[src/hw/rbpc_pkg.sv]
/*
  Package for the registered command/address buffer with parity check.
  Holds widths, mode encodings, parity masks and reset values.
  Assumes a single clock domain and an active-high asynchronous reset.
*/
package rbpc_pkg;

  localparam int unsigned DATA_W       = 25;
  localparam int unsigned FIFO_DEPTH   = 4;
  localparam int unsigned ERR_HOLD     = 2;
  localparam logic [1:0]  ERR_HOLD_CNT = 2'h2;

  // Parity masks: bit k stands for data input k+1.
  localparam logic [24:0] MASK_SINGLE  = 25'h1ffffb6;
  localparam logic [24:0] MASK_PAIR_A  = 25'h0003fb6;
  localparam logic [24:0] MASK_PAIR_B  = 25'h0001bbf;

  localparam logic [24:0] DATA_RST     = 25'h0000000;
  localparam logic        PPO_RST      = 1'h0;
  localparam logic        ERR_N_RST    = 1'h1;

  typedef enum logic [1:0]
  {
    RBPC_MODE_SINGLE,
    RBPC_MODE_PAIR_A,
    RBPC_MODE_PAIR_B,
    RBPC_MODE_BAD
  } rbpc_mode_e;

endpackage : rbpc_pkg

[src/hw/rbpc_fifo.sv]
/*
  Small synchronous FIFO with valid/ready on both sides.
  Assumes write and read run on the same clock.
*/
`timescale 1ns/1ps
`default_nettype none

module rbpc_fifo
#(
  parameter int unsigned WIDTH = 8,
  parameter int unsigned DEPTH = 4
)
(
  input  wire logic             clock_i,
  input  wire logic             rst_i,
  input  wire logic             in_valid_i,
  output var  logic             in_ready_o,
  input  wire logic [WIDTH-1:0] in_data_i,
  output var  logic             out_valid_o,
  input  wire logic             out_ready_i,
  output var  logic [WIDTH-1:0] out_data_o
);

  localparam int unsigned AW = (DEPTH > 1) ? $clog2(DEPTH) : 1;

  logic [WIDTH-1:0] mem [DEPTH];
  logic [AW-1:0]    wr_ptr;
  logic [AW-1:0]    rd_ptr;
  logic [AW:0]      count;
  logic             do_wr;
  logic             do_rd;

  assign in_ready_o  = (count != AW'(0) + (AW+1)'(DEPTH)) || do_rd;
  assign out_valid_o = (count != '0);
  assign out_data_o  = mem[rd_ptr];
  assign do_rd       = out_valid_o && out_ready_i;
  assign do_wr       = in_valid_i && in_ready_o;

  always_ff @(posedge clock_i)
  begin
    if (do_wr)
    begin
      mem[wr_ptr] <= in_data_i;
    end
  end

  always_ff @(posedge clock_i or posedge rst_i)
  begin
    if (rst_i)
    begin
      wr_ptr <= '0;
      rd_ptr <= '0;
      count  <= '0;
    end
    else
    begin
      if (do_wr)
      begin
        wr_ptr <= (wr_ptr == AW'(DEPTH - 1)) ? '0 : wr_ptr + AW'(1);
      end
      if (do_rd)
      begin
        rd_ptr <= (rd_ptr == AW'(DEPTH - 1)) ? '0 : rd_ptr + AW'(1);
      end
      count <= count + (AW+1)'(do_wr) - (AW+1)'(do_rd);
    end
  end

endmodule : rbpc_fifo

`default_nettype wire

[src/hw/rbpc_top.sv]
/*
  Registered command/address buffer with parity check.
  Assumes inputs arrive from another domain and are synchronised here;
  the configuration inputs are held static by the board.
*/
`timescale 1ns/1ps
`default_nettype none

module rbpc_top
  import rbpc_pkg::*;
#(
  parameter int unsigned WIDTH = DATA_W,
  parameter int unsigned DEPTH = FIFO_DEPTH
)
(
  input  wire logic             clock_i,
  input  wire logic             rst_i,
  input  wire logic [WIDTH-1:0] cmd_addr_in_i,
  input  wire logic             chip_select_main_n_i,
  input  wire logic             chip_select_rank_n_i,
  input  wire logic             term_ctrl_in_i,
  input  wire logic             clk_enable_in_i,
  input  wire logic             parity_bit_in_i,
  input  wire logic             pair_select_cfg_i,
  input  wire logic             width_select_cfg_i,
  input  wire logic             out_ready_i,
  output var  logic             in_ready_o,
  output var  logic [WIDTH-1:0] cmd_addr_out_o,
  output var  logic             select_out_o,
  output var  logic             term_ctrl_out_o,
  output var  logic             clk_enable_out_o,
  output var  logic             partial_parity_out_o,
  output var  logic             parity_error_n_o,
  output var  logic             parity_error_n_oe_o
);

  //****************************************************************
  // Input synchronisers
  //****************************************************************
  localparam int unsigned SW = WIDTH + 7;

  logic [SW-1:0] sync1;
  logic [SW-1:0] sync2;
  logic [WIDTH-1:0] d_s;
  logic cs_main_s;
  logic cs_rank_s;
  logic term_s;
  logic cke_s;
  logic par_s;
  logic pair_s;
  logic width_s;

  // Every pin but out_ready_i, configuration included, passes two flops, which costs two
  // cycles of latency on those paths but keeps metastability out.
  always_ff @(posedge clock_i or posedge rst_i)
  begin
    if (rst_i)
    begin
      sync1 <= '0;
      sync2 <= '0;
    end
    else
    begin
      sync1 <= {width_select_cfg_i, pair_select_cfg_i, parity_bit_in_i,
                clk_enable_in_i, term_ctrl_in_i, chip_select_rank_n_i,
                chip_select_main_n_i, cmd_addr_in_i};
      sync2 <= sync1;
    end
  end

  assign d_s       = sync2[WIDTH-1:0];
  assign cs_main_s = sync2[WIDTH];
  assign cs_rank_s = sync2[WIDTH+1];
  assign term_s    = sync2[WIDTH+2];
  assign cke_s     = sync2[WIDTH+3];
  assign par_s     = sync2[WIDTH+4];
  assign pair_s    = sync2[WIDTH+5];
  assign width_s   = sync2[WIDTH+6];

  //****************************************************************
  // Mode decode and parity
  //****************************************************************
  // The invalid setting (pair high, width low) takes the single-mode mask
  // rather than leaving the parity mask undefined.
  function automatic rbpc_mode_e mode_of(input logic pair,
                                         input logic wide);
    rbpc_mode_e m;
    m = RBPC_MODE_SINGLE;
    if (wide && !pair)
    begin
      m = RBPC_MODE_PAIR_A;
    end
    else if (wide && pair)
    begin
      m = RBPC_MODE_PAIR_B;
    end
    else if (!wide && pair)
    begin
      m = RBPC_MODE_BAD;
    end
    return m;
  endfunction : mode_of

  function automatic logic [24:0] mask_of(input rbpc_mode_e m);
    logic [24:0] k;
    k = MASK_SINGLE;
    unique case (m)
      RBPC_MODE_SINGLE: k = MASK_SINGLE;
      RBPC_MODE_PAIR_A: k = MASK_PAIR_A;
      RBPC_MODE_PAIR_B: k = MASK_PAIR_B;
      RBPC_MODE_BAD:    k = MASK_SINGLE;
    endcase
    return k;
  endfunction : mask_of

  rbpc_mode_e mode;
  logic [WIDTH-1:0] sel_mask;
  logic             hold;
  logic             data_odd;

  assign mode     = mode_of(pair_s, width_s);
  assign sel_mask = WIDTH'(mask_of(mode));
  assign hold     = cs_main_s && cs_rank_s;
  assign data_odd = ^(d_s & sel_mask);

  //****************************************************************
  // Data path through the FIFO
  //****************************************************************
  // The FIFO decouples the sink; if the sink stalls, samples stack up
  // and in_ready_o drops, which is the only back-pressure available.
  logic [WIDTH-1:0] fifo_in;
  logic             fifo_valid;
  logic [WIDTH-1:0] fifo_out;
  logic             fifo_in_ready;

  assign fifo_in = d_s;

  rbpc_fifo
  #(
    .WIDTH (WIDTH),
    .DEPTH (DEPTH)
  )
  u_fifo
  (
    .clock_i     (clock_i),
    .rst_i       (rst_i),
    .in_valid_i  (!hold),
    .in_ready_o  (fifo_in_ready),
    .in_data_i   (fifo_in),
    .out_valid_o (fifo_valid),
    .out_ready_i (out_ready_i),
    .out_data_o  (fifo_out)
  );

  // The ready flag is registered so that every output comes from a flop;
  // it therefore lags the FIFO fill level by one cycle.
  always_ff @(posedge clock_i or posedge rst_i)
  begin
    if (rst_i)
    begin
      in_ready_o <= 1'h0;
    end
    else
    begin
      in_ready_o <= fifo_in_ready;
    end
  end

  // The output register loads only when the sink takes a word, so a
  // stalled sink keeps the last word standing on the pins.
  always_ff @(posedge clock_i or posedge rst_i)
  begin
    if (rst_i)
    begin
      cmd_addr_out_o <= WIDTH'(DATA_RST);
    end
    else if (fifo_valid && out_ready_i)
    begin
      cmd_addr_out_o <= fifo_out;
    end
  end

  //****************************************************************
  // Ungated outputs
  //****************************************************************
  always_ff @(posedge clock_i or posedge rst_i)
  begin
    if (rst_i)
    begin
      select_out_o     <= 1'h0;
      term_ctrl_out_o  <= 1'h0;
      clk_enable_out_o <= 1'h0;
    end
    else
    begin
      select_out_o     <= cs_main_s;
      term_ctrl_out_o  <= term_s;
      clk_enable_out_o <= cke_s;
    end
  end

  //****************************************************************
  // Parity alignment and error flag
  //****************************************************************
  // The parity bit lags its data by one cycle (pair low) or two (pair
  // high), so the data parity is delayed to meet it.
  logic [1:0] odd_dly;
  logic [1:0] hold_dly;
  logic       odd_aligned;
  logic       hold_aligned;
  logic       combined;
  logic [1:0] err_cnt;

  always_ff @(posedge clock_i or posedge rst_i)
  begin
    if (rst_i)
    begin
      odd_dly  <= 2'h0;
      hold_dly <= 2'h3;
    end
    else
    begin
      odd_dly  <= {odd_dly[0], data_odd};
      hold_dly <= {hold_dly[0], hold};
    end
  end

  assign odd_aligned  = pair_s ? odd_dly[1] : odd_dly[0];
  assign hold_aligned = pair_s ? hold_dly[1] : hold_dly[0];
  assign combined     = odd_aligned ^ par_s;

  // A gated sample leaves the partial parity output as it was.
  always_ff @(posedge clock_i or posedge rst_i)
  begin
    if (rst_i)
    begin
      partial_parity_out_o <= PPO_RST;
    end
    else if (!hold_aligned)
    begin
      partial_parity_out_o <= combined;
    end
  end

  // A fresh error always reloads the hold count, so it wins over the count
  // running out and a persisting error keeps the flag low without a gap.
  // While the aligned sample was gated the count stands still as well, so
  // the flag and the partial parity output freeze together and a high
  // partial parity output is never seen beside a released flag.
  always_ff @(posedge clock_i or posedge rst_i)
  begin
    if (rst_i)
    begin
      parity_error_n_o    <= ERR_N_RST;
      parity_error_n_oe_o <= 1'h0;
      err_cnt             <= 2'h0;
    end
    else if (hold_aligned)
    begin
      err_cnt <= err_cnt;
    end
    else if (combined)
    begin
      parity_error_n_o    <= 1'h0;
      parity_error_n_oe_o <= 1'h1;
      err_cnt             <= ERR_HOLD_CNT;
    end
    else if (err_cnt != 2'h0)
    begin
      err_cnt <= err_cnt - 2'h1;
      if (err_cnt == 2'h1)
      begin
        parity_error_n_o    <= 1'h1;
        parity_error_n_oe_o <= 1'h0;
      end
    end
  end

endmodule : rbpc_top

`default_nettype wire

[config.mk]
export PLATFORM = sky130hd
export DESIGN_NAME = rbpc_top
export DESIGN_NICKNAME = d
export VERILOG_FILES = /design/src/hw/rbpc_pkg.sv /design/src/hw/rbpc_fifo.sv /design/src/hw/rbpc_top.sv
export SDC_FILE = /design/constraint.sdc
export NUM_CORES = 1
export LEC_CHECK = 0
export CORE_UTILIZATION = 55
export CTS_CLUSTER_SIZE = 40
export DETAILED_ROUTE_END_ITERATION = 8
export DONT_BUFFER_PORTS = 1
export PLACE_DENSITY_LB_ADDON = 0.25
export SYNTH_ARGS = -nofsm -noshare
export SYNTH_HDL_FRONTEND = slang
export SYNTH_SLANG_ARGS = --single-unit
[constraint.sdc]
create_clock -name clock_i -period 4.05 [get_ports clock_i]
set_input_delay 0.2025 -clock clock_i [delete_from_list [all_inputs] [get_ports clock_i]]
set_output_delay 0.2025 -clock clock_i [all_outputs]
set_load 0.05 [all_outputs]
==> results.tsv, run 1 <==
stage	metric	value	unit
clock_network	CTS Buffer Depth	3	
logic_synthesis	count leader, synth	dfrtp_1	
sta	final setup violating endpoints	0	
power_and_ir_drop	internal power	4.695	mW
floorplan	num ports	67	
sta	final worst setup slack	1.402	ns
final_layout	final design utilization	67.25	%
route	Iteration-0 DRC Markers	140	
power_and_ir_drop	LEAKAGE	3.305	nW
min_path	Hold Path Class	in2reg	
global_route	vias in the first global route	3464	
floorplan	DIE WIDTH	117.1	um
logic_synthesis	Seq cells post-synth	209	
clock_network	hold_buf cts	34	
clock_network	htree depth	1	
logic_synthesis	synth warn	0	
placement	hpwl dp	6404	um
route	vias per cell	5.259	
setup_path	worst path arrival time	2.74	ns
placement	worst slack, placed	1.355	ns
clock_network	CTS root buffer	clkbuf_16	
sta	Setup Skew	0.01267	ns
placement	number of port buffers	0	
route	DRC	0	
final_layout	share of cells above drive strength 1	23.63	%
sta	Worst-Margin Slew	1.328	ns
logic_synthesis	asr flop ratio synth	52.15	%
sta	RSZ-0062 raised after global routing	false	
sta	Final period util	65.39	%
run	max-cap violations	0	
clock_network	TritonCTS Buffers	21	
logic_synthesis	Post-synth EDFFs	100	
clock_network	setup repair bufs after CTS	0	
logic_synthesis	Mapped Cells	352	
sta	Max Fclk	0.3776	GHz
power_and_ir_drop	Switching Fraction	31.08	%
logic_synthesis	post-synth top area share	41.24	%
floorplan	row count	41	
sta	WHS	0.2169	ns
final_layout	storage element area	5736	um2
logic_synthesis	post-synth top area cell	edfxtp_1	
power_and_ir_drop	power share of the clock group	30.0	%
setup_path	Crit Path Category	reg2reg	
route	DRT Pass-1 Iters	4	
power_and_ir_drop	worst vdd ir	0.5299	mV
sta	Tmin final	2.648	ns
power_and_ir_drop	Pwr Density	793.0	nW/um2
setup_path	slowest stage delay, CP	1.10	ns
logic_synthesis	Netlist Area Pre-Place	7282	um2
floorplan	Core Region	12770	um2
route	Antenna Nets Post-Route	0	
final_layout	Inserted Diodes	0	
clock_network	clk sinks	209	
status	status	finished clean	
clock_network	worst-skew pair later-pin latency	0.49	ns
final_layout	footprint of the multi-input gates	1463	um2
floorplan	Die ar.	13700	um2
setup_path	Reg2Reg Setup Slack	1.40	ns
logic_synthesis	sequential share of the synthesized area	78.75	%
logic_synthesis	top area cells in the synthesized netlist	edfxtp_1 (41%), dfrtp_1 (36%), mux4_2 (7.7%)	
route	Via Count	3108	
clock_network	Worst-path clk slew	0.06	ns
sta	Worst slew margin	11.44	%
logic_synthesis	top_reg_cell synth	dfrtp_1	
global_route	grt ovf	0	
final_layout	Fillers	829	
global_route	initial antenna violation count	0	
sta	Final Max Tran Viols	0	
global_route	first-pass GRT wire length	17990	um
floorplan	Initial Utilization	57.01	%
clock_network	number of gates resized after CTS	0	
logic_synthesis	synth cell count leaders	dfrtp_1 (106), edfxtp_1 (100), mux2_2 (26), mux4_2 (25), xnor2_1 (16)	
logic_synthesis	Synth cell types	31	
placement	gpl congestion	0.7057	
setup_path	crit path launch type	register	
route	detailed-route wire length	11000	um
floorplan	Die Y	117.1	um
setup_path	CP max FO	25	
power_and_ir_drop	register share of total power	53.5	%
logic_synthesis	Net Count, Synth	397	
setup_path	Critical Path RT	4.14	ns
global_route	pin count of the biggest net entering global routing	66	
power_and_ir_drop	P_sw	2.118	mW
final_layout	area grow syn2layout	17.97	%
sta	Setup TNS Final	0	ns
sta	final hold violations	0	
setup_path	Setup crit end kind	register	
power_and_ir_drop	Comb pwr share	16.5	%
global_route	GRT Util Overall	18.26	%
setup_path	CP max stage cell	and2_1	
setup_path	worst path cell trace	or4b_1, a21boi_1, and2_1	
final_layout	fin nets	449	
logic_synthesis	syn_area_per_cell	20.69	um2
clock_network	CTS tree	done	
route	Routed wire per std cell	18.62	um
[per-stage QoR]
step / instances / power (mW) / instance area, um2
detailed placement: 519 / 4.807 / 7483
floorplan: 352 / 4.482 / 7282
finish: 591 / 6.812 / 8591
CTS: 591 / 6.903 / 8591
global placement: 519 / 4.749 / 7483
global route: 591 / 7.148 / 8591
[placed cells by master (no fill, tap or decap), types with 3 or more instances in the layout]
master,instances
buf_4,4
ha_1,9
clkinv_2,4
xnor2_1,16
mux2_2,26
clkbuf_16,24
inv_1,8
mux4_2,25
edfxtp_1,100
dfstp_2,3
dlygate4sd3_1,34
nand2_1,13
bufinv_16,3
nor2_1,3
o21ai_1,3
and2_1,6
a21oi_1,3
dfrtp_1,105
xor2_1,6
[cells by family (layout without fill, tap and decap cells)]
logic type	Yosys count	in the layout	synth area share, %
adder cells (fa/ha/maj)	10	10	1.821
multiplexers	51	51	11.75
flip-flops	209	209	78.75
AND/OR/NAND/NOR	27	27	1.787
AO/OA/AOI/OAI	11	11	0.8936
buffers and inverters	19	86	1.357
XOR/XNOR	25	25	3.643
[sequential cells by signal, indices dropped and copies added, names as in the netlist, 2 cells and up]
| name | flops |
|---|---|
| u_fifo.rd_ptr | 2 |
| cmd_addr_out_o | 25 |
| sync2 | 32 |
| u_fifo.count | 3 |
| odd_dly | 2 |
| hold_dly | 2 |
| err_cnt | 2 |
| u_fifo.wr_ptr | 2 |
| sync1 | 32 |
| u_fifo.mem | 100 |
[final cells by class]
cell class | count | share of cell area (%)
flip-flops and latches | 209 | 66.76
repair buffers | 38 | 4.311
clock inverters | 11 | 1.573
inverters | 10 | 0.4661
multi-input cells | 124 | 17.03
well taps | 172 | 2.505
clock buffers | 27 | 7.355
[per-layer routing]
metal  GRT usage (%)  up-vias  part of all wire (%)
met4           5.823        0                   2.1
met2           30.41       86                    50
li1                -     1401                     -
met3           4.943       14                   5.4
met5               0        -                     0
met1           23.72     1607                    42
[power by group through the flow]
stage	clock network, mW	logic [mW]	registers [mW]
floorplan	0	0.983	3.50
global placement	0	1.08	3.67
detailed placement	0	1.11	3.70
CTS	2.09	1.15	3.66
global route	2.18	1.25	3.72
finish	2.04	1.12	3.64
[critical path, delay by kind of cell (launching register included)]
kind             cells  cell delay (ns)
AO/OA/AOI/OAI        1             0.51
flip-flops           1             0.43
AND/OR/NAND/NOR      2             1.29
[path summary, 6_finish.rpt]
path,from,end,cells past startpoint
max in group asynchronous,rst_i,sync2[7],3
min in group asynchronous,rst_i,select_out_o,2
worst min register to register,sync1[26],sync2[26],0
worst max register to register,u_fifo.count[2],u_fifo.mem[1][2],3
worst min-delay path,out_ready_i,u_fifo.rd_ptr[1],4
worst max-delay path,u_fifo.count[2],u_fifo.mem[1][2],3
(Power assumes the default switching activity.)
==> run 2, diff against run 1 <==
- clock period: 4.05 -> 2.6 ns (I/O delays scaled with it)
==> run 2 against run 1 <==
Sequential share of layout area fell by 0.13 points. Final cell count grew 1.4%. Routed wire length grew 0.41%. Maximum frequency is 16% higher. Clock skew barely moved. Sequential cell count unchanged. Via count down 0.26%. Design area grew 0.19%. Worst hold slack got worse by 0.027 ns. Register-to-register slack got worse by 1.1 ns. Critical endpoint is now u_fifo.mem[2][12]. Largest cell class unchanged.
==> results.tsv, run 2 (synthesis results as in run 1) <==
stage	metric	value	unit	change
clock_network	number of gates resized after CTS	0		unchanged
setup_path	CP max FO	17		-32%
power_and_ir_drop	worst vdd ir	0.9417	mV	+78%
sta	final setup violating endpoints	0		unchanged
route	DRC	0		unchanged
setup_path	crit path launch type	register		
route	DRT Pass-1 Iters	4		unchanged
clock_network	Worst-path clk slew	0.06	ns	about the same
global_route	pin count of the biggest net entering global routing	66		unchanged
setup_path	Critical Path RT	2.76	ns	-1.38 ns
sta	final hold violations	0		unchanged
final_layout	max FFs per register	100		unchanged
placement	placed cell area	7542	um2	+0.79%
floorplan	Core Region	12770	um2	unchanged
final_layout	Largest Register	u_fifo.mem		
route	vias per cell	5.175		-1.6%
clock_network	htree depth	1		unchanged
run	max-cap violations	0		unchanged
route	met2 WL post-DR	5541	um	-0.11%
global_route	grt ovf	0		unchanged
final_layout	area grow syn2layout	18.20	%	
final_layout	most frequent cells in the layout	dfrtp_1 (105), edfxtp_1 (100), dlygate4sd3_1 (34)		
status	status	finished clean		
setup_path	Reg2Reg Setup Slack	0.31	ns	-1.09 ns
clock_network	CTS Buffer Depth	3		unchanged
floorplan	num ports	67		unchanged
clock_network	worst-skew pair later-pin latency	0.49	ns	about the same
setup_path	worst path arrival time	2.45	ns	-0.29 ns
setup_path	Crit Path Category	reg2reg		
final_layout	share of cells above drive strength 1	23.89	%	+0.26 points
global_route	vias in the first global route	3418		-1.3%
sta	Final Max Tran Viols	0		unchanged
sta	Tmin final	2.289	ns	-0.3591 ns
global_route	first-pass GRT wire length	17790	um	-1.1%
min_path	Hold Path Class	in2reg		
floorplan	row count	41		unchanged
final_layout	leading cell type in the layout, fill and taps excluded	dfrtp_1		
sta	Final period util	88.05	%	+23 points
sta	Worst slew margin	47.09	%	+36 points
floorplan	Initial Utilization	57.01	%	unchanged
global_route	initial antenna violation count	0		unchanged
sta	Max Fclk	0.4368	GHz	+16%
final_layout	Inserted Diodes	0		unchanged
floorplan	Die Y	117.1	um	unchanged
power_and_ir_drop	Pwr Density	1219	nW/um2	+54%
sta	Setup TNS Final	0	ns	unchanged
sta	Worst-Margin Slew	0.7937	ns	-0.5347 ns
placement	hpwl dp	6578	um	+2.7%
route	Iteration-0 DRC Markers	177		+26%
setup_path	Setup crit end kind	register		
placement	number of port buffers	0		unchanged
route	Antenna Nets Post-Route	0		unchanged
final_layout	fin area	8607	um2	+0.19%
clock_network	clk sinks	209		unchanged
clock_network	TritonCTS Buffers	22		+4.8%
route	Via Count	3100		-0.26%
route	max layer used	met4		
route	Routed wire per std cell	18.44	um	-0.93%
global_route	GRT Util Overall	17.84	%	-0.41 points
sta	Setup Skew	0.01258	ns	-0.00009300 ns
final_layout	fin nets	456		+1.6%
sta	RSZ-0062 raised after global routing	false		
route	DRT met1 WL	4727	um	+2.2%
route	detailed-route wire length	11050	um	+0.41%
final_layout	Top Registers	u_fifo.mem (100), sync1 (32), sync2 (32)		
power_and_ir_drop	LEAKAGE	3.311	nW	+0.18%
clock_network	CTS tree	done		
floorplan	DIE WIDTH	117.1	um	unchanged
placement	gpl congestion	0.6927		-1.8%
route	metal3 WL	567	um	-5.3%
floorplan	Die ar.	13700	um2	unchanged
clock_network	CTS root buffer	clkbuf_16		
[run 2: cell types whose count changed in the layout (fill, tap and decap cells not counted), moves of 2 or more]
cell       delta
clkbuf_1      +7
buf_4         +5
bufinv_16     -2
clkinv_1      -2
inv_6         -2
[run 2: final cells by class]
class,instances,area (um2)
sequential,209,5736
fill,819,4167
multi-input combinational,124,1463
clock buffer,36,679.4
timing repair buffer,44,427.9
tap,172,215.2
clock inverter,4,45.04
inverter,10,41.29
[run 2: final timing paths]
check,cells after the start,end,from
max in group asynchronous,3,u_fifo.rd_ptr[0],rst_i
min in group asynchronous,3,term_ctrl_out_o,rst_i
hold reg to reg,0,sync2[2],sync1[2]
hold / removal,1,sync1[28],clk_enable_in_i
setup reg to reg,4,u_fifo.mem[2][12],u_fifo.count[2]
setup / recovery,4,u_fifo.mem[2][12],u_fifo.count[2]
[run 2: metrics by stage]
stage	std cells	util [%]	worst slack (ns)	hold WS, ns	total power [mW]
2_1_floorplan	352	-	0.4005	0.1614	6.982
3_3_place_gp	525	59.05	0.4016	0.1615	7.428
3_5_place_dp	525	59.05	0.2621	0.1615	7.545
4_1_cts	599	67.38	0.2414	0.1704	10.64
5_1_grt	599	67.38	0.1328	0.1723	11.01
6_report	599	67.38	0.3108	0.1896	10.49
[run 2: routing by layer]
metal  GRT usage, %  vias up
met5              0        -
met4          4.979        0
met3          4.325       17
met2          30.41       72
met1          23.20     1602
li1               -     1409
[run 2: where the power goes]
group          total (mW)  switching (mW)  leakage [nW]  internal [mW]
combinational        1.88           0.881         0.763           1.00
clock                3.03            1.14         0.357           1.88
sequential           5.59            1.25          2.19           4.34
[run 2: worst max-delay path, cell delays in order, from the launching register on]
cell and delay [ns]:
dfrtp_1 0.43, or4b_1 0.21, a21boi_1 0.47, and2_1 0.48
buf_4 0.36
[run 2: timing repair]
item | in CTS | in global routing
hold endpoints to repair | 140 | 0
setup buffers | 0 | 0
hold buffers | 34 | 0
